**config.mk**
```make
export PLATFORM = sky130hd
export DESIGN_NAME = rbas_reg
export DESIGN_NICKNAME = d
export VERILOG_FILES = /design/src/common/rbas_pkg.sv /design/src/design/rbas_reg.sv /design/src/design/rbas_bit.sv
export VERILOG_INCLUDE_DIRS = /design/src /design/src/common
export SDC_FILE = /design/constraint.sdc
export NUM_CORES = 1
export LEC_CHECK = 0
export BUFFER_PORTS_ARGS = -buffer_cell sky130_fd_sc_hd__buf_2
export CELL_PAD_IN_SITES_DETAIL_PLACEMENT = 1
export CELL_PAD_IN_SITES_GLOBAL_PLACEMENT = 2
export CORE_MARGIN = 4
export CORE_UTILIZATION = 29
export CTS_CLUSTER_SIZE = 8
export DETAILED_ROUTE_END_ITERATION = 6
export GPL_ROUTABILITY_DRIVEN = 0
export GPL_TIMING_DRIVEN = 0
export PLACE_DENSITY_LB_ADDON = 0.1
export SLEW_MARGIN = 20
export SYNTH_ARGS = -nofsm -noshare
export SYNTH_HDL_FRONTEND = slang
export SYNTH_SLANG_ARGS = --single-unit
```
**constraint.sdc**
```tcl
create_clock -name i_clk -period 0.9 [get_ports i_clk]
set_input_delay 0.18 -clock i_clk [delete_from_list [all_inputs] [get_ports i_clk]]
set_output_delay 0.18 -clock i_clk [all_outputs]
set_load 0.05 [all_outputs]
```
**src/common/rbas_cfg.svh**
```systemverilog
`ifndef RBAS_CFG_SVH
`define RBAS_CFG_SVH

// ==========================================================================
// Register geometry and reset values.
// ==========================================================================

// Number of bits held by one register.
`define RBAS_WIDTH 16

// Reset value of the stored bits.
`define RBAS_RST_VAL 16'h0000

// Access kind per bit, one nibble per bit, bit 0 in the lowest nibble.
// Encodings follow rbas_acc_t in the package.
`define RBAS_ACC_MAP 64'h6543_2108_7654_3210

// Width of one access-kind field inside the map.
`define RBAS_ACC_BITS 4

// ==========================================================================
// Read timing.
// ==========================================================================

// Cycles from an accepted read strobe to valid read data.
`define RBAS_RD_LAT 1

`endif

```
**src/common/rbas_pkg.sv**
```systemverilog
`default_nettype none

package rbas_pkg;

  // ========================================================================
  // Access kinds of one register bit.
  // ========================================================================

  // Software-visible behaviour of a single bit.
  typedef enum logic [3:0]
  {
    RBAS_RW = 4'h0,
    RBAS_RO = 4'h1,
    RBAS_CLEAR_ON_READ = 4'h2,
    RBAS_WO = 4'h3,
    RBAS_WRITE_ONE_CLEAR = 4'h4,
    RBAS_LATCH_LOW_STATUS = 4'h5,
    RBAS_STICKY_HIGH_STATUS = 4'h6,
    RBAS_AUTO_CLEARING_BIT = 4'h7,
    RBAS_RSVD = 4'h8
  } rbas_acc_t;

endpackage

`default_nettype wire

```
**src/design/rbas_reg.sv**
```systemverilog
// Functional notes
// - Read-only bits ignore writes, read current value.
// - Clear-on-read returns content, then clears; writes ignored.
// - Write-only bits store writes; readback undefined.
// - Writing one clears; writing zero keeps value.
// - Latch-low holds low until read.
// - Sticky-high holds high until read.
// - Auto-clearing bit drops itself; zero writes ignored.
`timescale 1ns/100ps
`default_nettype none
`include "rbas_cfg.svh"

// ==========================================================================
// Generic register with per-bit access kinds.
// ==========================================================================

module rbas_reg
  import rbas_pkg::*;
#(
  parameter int WIDTH = `RBAS_WIDTH,
  parameter logic [`RBAS_ACC_BITS*WIDTH-1:0] ACC_MAP = `RBAS_ACC_MAP,
  parameter logic [WIDTH-1:0] RST_VAL = `RBAS_RST_VAL
)
(
  input wire logic i_clk,
  input wire logic i_reset_n,
  input wire logic i_sel,
  input wire logic i_rd_stb,
  input wire logic i_wr_stb,
  input wire logic [WIDTH-1:0] i_wdata,
  input wire logic [WIDTH-1:0] i_hw,
  output logic [WIDTH-1:0] o_rdata,
  output logic o_rvalid,
  output logic [WIDTH-1:0] o_bits
);

  // ========================================================================
  // Access decode helpers.
  // ========================================================================

  // Kind of bit n taken from the packed map.
  function automatic rbas_acc_t rbas_kind(input int n);
    rbas_kind = rbas_acc_t'(ACC_MAP[`RBAS_ACC_BITS*n +: `RBAS_ACC_BITS]);
  endfunction

  // Write-only and reserved bits read back as zero.
  function automatic logic rbas_readable(input rbas_acc_t k);
    rbas_readable = (k != RBAS_WO) && (k != RBAS_RSVD);
  endfunction

  logic rd_hit;
  logic wr_hit;
  logic [WIDTH-1:0] q;
  logic [WIDTH-1:0] rdata_d;

  // Only a strobe addressed to this register counts, so that a read of
  // a neighbour never clears or releases anything here.
  assign rd_hit = i_rd_stb & i_sel;
  assign wr_hit = i_wr_stb & i_sel;

  // ========================================================================
  // Bit cells.
  // ========================================================================

  // One cell per bit; reserved bits drop writes, so a careless write of
  // ones there is harmless even though software should write zeros.
  genvar gi;
  generate
    for (gi = 0; gi < WIDTH; gi = gi + 1)
    begin : g_bit
      rbas_bit #(
        .ACC(rbas_kind(gi)),
        .RST(RST_VAL[gi])
      ) u_bit (
        .i_clk(i_clk),
        .i_reset_n(i_reset_n),
        .i_rd(rd_hit),
        .i_wr(wr_hit),
        .i_wbit(i_wdata[gi]),
        .i_hw(i_hw[gi]),
        .o_q(q[gi])
      );
      // Read value masks the bits whose readback carries no meaning.
      assign rdata_d[gi] = rbas_readable(rbas_kind(gi)) ? q[gi] : 1'b0;
    end
  endgenerate

  // ========================================================================
  // Read return path.
  // ========================================================================

  // Read data captures the value before the side effect of the same read
  // lands, which is why a cleared bit still reports its old content.
  always_ff @(posedge i_clk or negedge i_reset_n)
  begin
    if (!i_reset_n)
    begin
      o_rdata <= '0;
    end
    else if (rd_hit)
    begin
      o_rdata <= rdata_d;
    end
  end

  // Answer marker, one cycle after the accepted read.
  always_ff @(posedge i_clk or negedge i_reset_n)
  begin
    if (!i_reset_n)
    begin
      o_rvalid <= 1'b0;
    end
    else
    begin
      o_rvalid <= rd_hit;
    end
  end

  // Bit values toward the block's own logic, registered once more so the
  // outputs come from flops of this module.
  always_ff @(posedge i_clk or negedge i_reset_n)
  begin
    if (!i_reset_n)
    begin
      o_bits <= RST_VAL;
    end
    else
    begin
      o_bits <= q;
    end
  end

  generate
    for (gi = 0; gi < WIDTH; gi = gi + 1)
    begin : g_chk
      if (rbas_kind(gi) == RBAS_RO)
      begin : g_ro

      end
      else if (rbas_kind(gi) == RBAS_CLEAR_ON_READ)
      begin : g_cor

      end
      else if (rbas_kind(gi) == RBAS_WO)
      begin : g_wo

      end
      else if (rbas_kind(gi) == RBAS_WRITE_ONE_CLEAR)
      begin : g_w1c

      end
      else if (rbas_kind(gi) == RBAS_LATCH_LOW_STATUS)
      begin : g_latch_low

      end
      else if (rbas_kind(gi) == RBAS_STICKY_HIGH_STATUS)
      begin : g_sticky

      end
      else if (rbas_kind(gi) == RBAS_AUTO_CLEARING_BIT)
      begin : g_auto

      end
      else if (rbas_kind(gi) == RBAS_RSVD)
      begin : g_rsv

      end
    end
  endgenerate
endmodule

`default_nettype wire

```
**src/design/rbas_bit.sv**
```systemverilog
`timescale 1ns/100ps
`default_nettype none

// ==========================================================================
// One register bit with a fixed access kind.
// ==========================================================================

module rbas_bit
  import rbas_pkg::*;
#(
  parameter rbas_acc_t ACC = RBAS_RW,
  parameter logic RST = 1'b0
)
(
  input wire logic i_clk,
  input wire logic i_reset_n,
  input wire logic i_rd,
  input wire logic i_wr,
  input wire logic i_wbit,
  input wire logic i_hw,
  output logic o_q
);

  logic q_d;

  // Next value by access kind; in the clear-on-read, write-one-clear and sticky-high kinds a hardware set beats a clear.
  always_comb
  begin
    q_d = o_q;
    case (ACC)
      RBAS_RW: q_d = i_wr ? i_wbit : o_q;
      RBAS_RO: q_d = i_hw;
      RBAS_CLEAR_ON_READ: q_d = i_hw | (o_q & ~i_rd);
      RBAS_WO: q_d = i_wr ? i_wbit : o_q;
      RBAS_WRITE_ONE_CLEAR: q_d = i_hw | (o_q & ~(i_wr & i_wbit));
      RBAS_LATCH_LOW_STATUS: q_d = i_rd ? i_hw : (o_q & i_hw);
      RBAS_STICKY_HIGH_STATUS: q_d = i_rd ? i_hw : (o_q | i_hw);
      RBAS_AUTO_CLEARING_BIT: q_d = i_wr & i_wbit;
      RBAS_RSVD: q_d = 1'b0;
      default: q_d = o_q;
    endcase
  end

  // Stored bit; the output is this flop directly.
  always_ff @(posedge i_clk or negedge i_reset_n)
  begin
    if (!i_reset_n)
    begin
      o_q <= RST;
    end
    else
    begin
      o_q <= q_d;
    end
  end

endmodule

`default_nettype wire

```
[Word level (Yosys, flattened, before mapping)]
Cells that the tools add are included.
Word-level totals
  register bits after elaboration: 44
Cells by class
  multiplexer cells: 4
  bitwise operators: 20
Operators by type and width (count)
  1-bit bitwise AND: 11
  1-bit bitwise OR: 6
  1-bit two-way mux: 4
  1-bit inverter: 3

[Logic depth before layout (Yosys ltp)]
  depth in word-level cells: 5
  mapped depth: 4
  depth with buffers taken out: 3

[Modules after synthesis]
A second synthesis with hierarchy kept.
Unflattened totals
  cells, all modules: 87
  area total of the unflattened synthesis: 1521.5 um^2
Modules (own cells, without submodules)
  rbas_reg: instances 1, cells an instance 51, area an instance 985.9 um^2
  rbas_bit (g_bit[11].u_bit ...): instances 6, cells an instance 3, area an instance 36.3 um^2
  rbas_bit (g_bit[0].u_bit ...): instances 4, cells an instance 2, area an instance 40.0 um^2
  rbas_bit (g_bit[14].u_bit ...): instances 2, cells an instance 2, area an instance 32.5 um^2
  rbas_bit (g_bit[10].u_bit ...): instances 2, cells an instance 1, area an instance 25.0 um^2
  rbas_bit (g_bit[7].u_bit): instances 1, cells an instance 2, area an instance 31.3 um^2
  rbas_bit (g_bit[8].u_bit): instances 1, cells an instance 2, area an instance 11.3 um^2

[Least setup slack after synthesis]
OpenSTA, ideal clock, no wires.
  path type: register to register
  start: reg o_rdata[0] (netlist name)
  end: reg o_rdata[0]
  arrival time: 0.869 ns
  setup slack: -0.094 ns
  stages on the path, launching flop included: 2
  period minus slack after synthesis: 0.994 ns
  cell sequence: dfrtp_1 -> mux2_4
RTL lines
  end signal, assigned: RTL line rbas_reg.sv:102  | o_rdata <= rdata_d;
  end, declared: RTL line rbas_reg.sv:32  | output logic [WIDTH-1:0] o_rdata,

[Worst setup path in the final report]
  start: reg o_rdata[2]
  end: out o_rdata[2]
No word-level cell between the ends.

==> qor.csv <==
metric,value,unit
outcome,"finished, violations left",
violations,"hold timing, setup timing",
crit_chain,buf_6,
hold_viol,44,
grt_pass1_wl,4750,um
route.detailed.drc,0,
dpl.hpwl,2010,um
crit_required,0.72,ns
crit_fanout,2,
period_minus_slack,1.05,ns
worstReg2RegEnd,o_rdata[10],
ys_types,14,
post-route-util,45.3,%
port_buffers,50,
ys_seq_area_share,74.5,%
n_antenna_cell,0,
cap_violations,0,
routed_wl,2850,um
grt_max_degree,45,
drt_pass1_iterations,2,
crit_arrival,0.87,ns
avgSynthCellArea,18.3,um^2
hp-class,in -> async,
drv_slew,0,
rrSetupSlack,-0.01,ns
drive_gt1_share,68.9,%
switchingPower,1.46,mW
critPathMaxStageDelay,0.42,ns
die_w,79.4,um
cts_hold_buffers,2,
synth_top_area_share,74.5,%
io_pins,70,
synth_area,0.00148,mm^2
ys.flop_type,dfrtp_1,
clock_latency,0.29,ns
setup_viol,31,
vias_per_cell,3.98,
tns,-3.35,ns
root_buffer,clkbuf_8,
reg2reg_depth,2,
start_util,30.7,%
ys_seq_elements,44,
grt_pass1_vias,968,
wl_per_cell,13.2,um
fin_nets,184,
die_y,79.4,um
yosysMostFrequentCell,dfrtp_1,
rows,25,
cts_buffers,5,
worst_setup_path_end_kind,output pin,
grt_overflow,0,
cp_slowest_cell,dfrtp_2,
clkPwrFrac,25.6,%
clock-sinks,44,
reg2reg_from,o_rdata[10],
start_kind,register,
ys_warn_count,0,
ir_drop,1.06,mV
synth_largest_area_cell,dfrtp_1,
antenna_found_initial,0,
netlist_top_cells_area,"dfrtp_1 (74%), mux2_2 (7.6%), mux2_4 (7.1%)",
critical_path_class,reg -> out,
layout_setup_ws,-0.148,ns
rsz0062_at_grt,true,
tightestPinTransition,0.542,ns
internal_power,3.33,mW
antenna_left,0,
critPathTopFamily,flip-flops,
cts_tree,built,
power_frac_seq,48.3,%
htree_levels,2,
comb_power_share,26.1,%
grtUsageTotal,10.2,%
fin_worst_skew,0.00419,ns
cts.path.max_buffers,2,
finalHoldWorstSlack,-0.126,ns
cp_num_buf_inv,1,
power.density,2200,mW/mm^2
fin_crit_sh,116,%
leakagePower,1.01,nW
core,0.00482,mm^2
netlist_top_cells_count,"dfrtp_1 (44), mux2_2 (10), mux2_4 (7)",
p_sw_share,30.5,%
synthArstFlopShare,100,%
die_area,0.00631,mm^2
first_iter_violations,25,
routed-via-count,855,
synth_edf_count,0,
path_clk_slew,0.08,ns
slew_headroom,63.9,%
syn_inst,81,
fmax,0.954,GHz
syn2layout_area_growth,47.6,%
==> cell families after synthesis <==
logic type	Yosys count	synth area share [%]
and+or+nand+nor	5	2.20
DFF	44	74.5
muxes	17	14.7
other	1	0.254
AOI/OAI and AO/OA	8	4.40
buffers and inverters	6	3.98
==> layout by cell type, fill, tap and decap left out, drive strengths merged, types with 2 or more instances in the layout <==
master | netlist | layout
buf | 5 | 59
clkbuf | 0 | 8
nand2 | 2 | 2
o21a | 2 | 2
conb | 1 | 4
a21o | 6 | 6
mux2 | 17 | 17
dfrtp | 44 | 44
dlygate4sd3 | 0 | 2
nand3 | 2 | 2
==> power by group through the flow <==
stage,Clock [mW],Combinational (mW),Sequential (mW)
6_report,1.23,1.25,2.31
5_1_grt,1.36,1.31,2.34
4_1_cts,1.29,1.25,2.32
3_5_place_dp,0,1.04,2.32
3_3_place_gp,0,1.03,2.31
2_1_floorplan,0,0.249,2.82
==> per-layer routing <==
layer | up-vias | part of all wire [%] | track usage, %
met5 | - | 0 | 0
met4 | 0 | 2.3 | 6.19
met3 | 9 | 9.1 | 4.51
met2 | 37 | 48 | 15.2
met1 | 412 | 41 | 12.1
li1 | 397 | - | -
==> metrics by stage <==
step | area (um^2) | std cells | setup slack (ns) | hold WS (ns) | total power [mW]
global route | 2180 | 215 | -0.179 | -0.0731 | 5.01
global placement | 1850 | 201 | -0.222 | 0.290 | 3.33
finish | 2180 | 215 | -0.148 | -0.126 | 4.79
floorplan | 1510 | 84 | -0.00946 | -0.116 | 3.07
CTS | 2160 | 214 | -0.163 | 0.0550 | 4.85
detailed placement | 1850 | 201 | -0.238 | 0.292 | 3.36
==> state kept, by name (all words and copies together) (netlist names) <==
register,flops
o_rvalid,1
g_bit.u_bit.o_q,15
o_rdata,13
o_bits,15
==> timing repair <==
item,4_1_cts,5_1_grt
setup buffers,3,1
setup endpoints to repair,29,32
endpoints found under the hold margin,2,44
resized for setup,58,3
==> worst max path at each step <==
stage | to | start | cells after the start | slack (ns)
floorplan | o_rdata[0] | o_rdata[0] | 1 | -0.009
global placement | o_rdata[13] | i_sel | 5 | -0.22
detailed placement | o_rdata[14] | i_sel | 5 | -0.24
CTS | o_rdata[0] | o_rdata[0] | 1 | -0.16
global route | o_rdata[15] | o_rdata[15] | 1 | -0.18
finish | o_rdata[2] | o_rdata[2] | 1 | -0.15
==> final cells by class <==
| type | count | area (um^2) |
|---|---|---|
| fill | 518 | 2630 |
| sequential | 44 | 1120 |
| timing repair buffer | 56 | 495 |
| multi-input combinational | 34 | 338 |
| clock buffer | 8 | 90.1 |
| tap | 67 | 83.8 |
| buffer | 5 | 50.0 |
| inverter | 1 | 8.76 |
No activity file was read; power rests on OpenSTA's default activity.
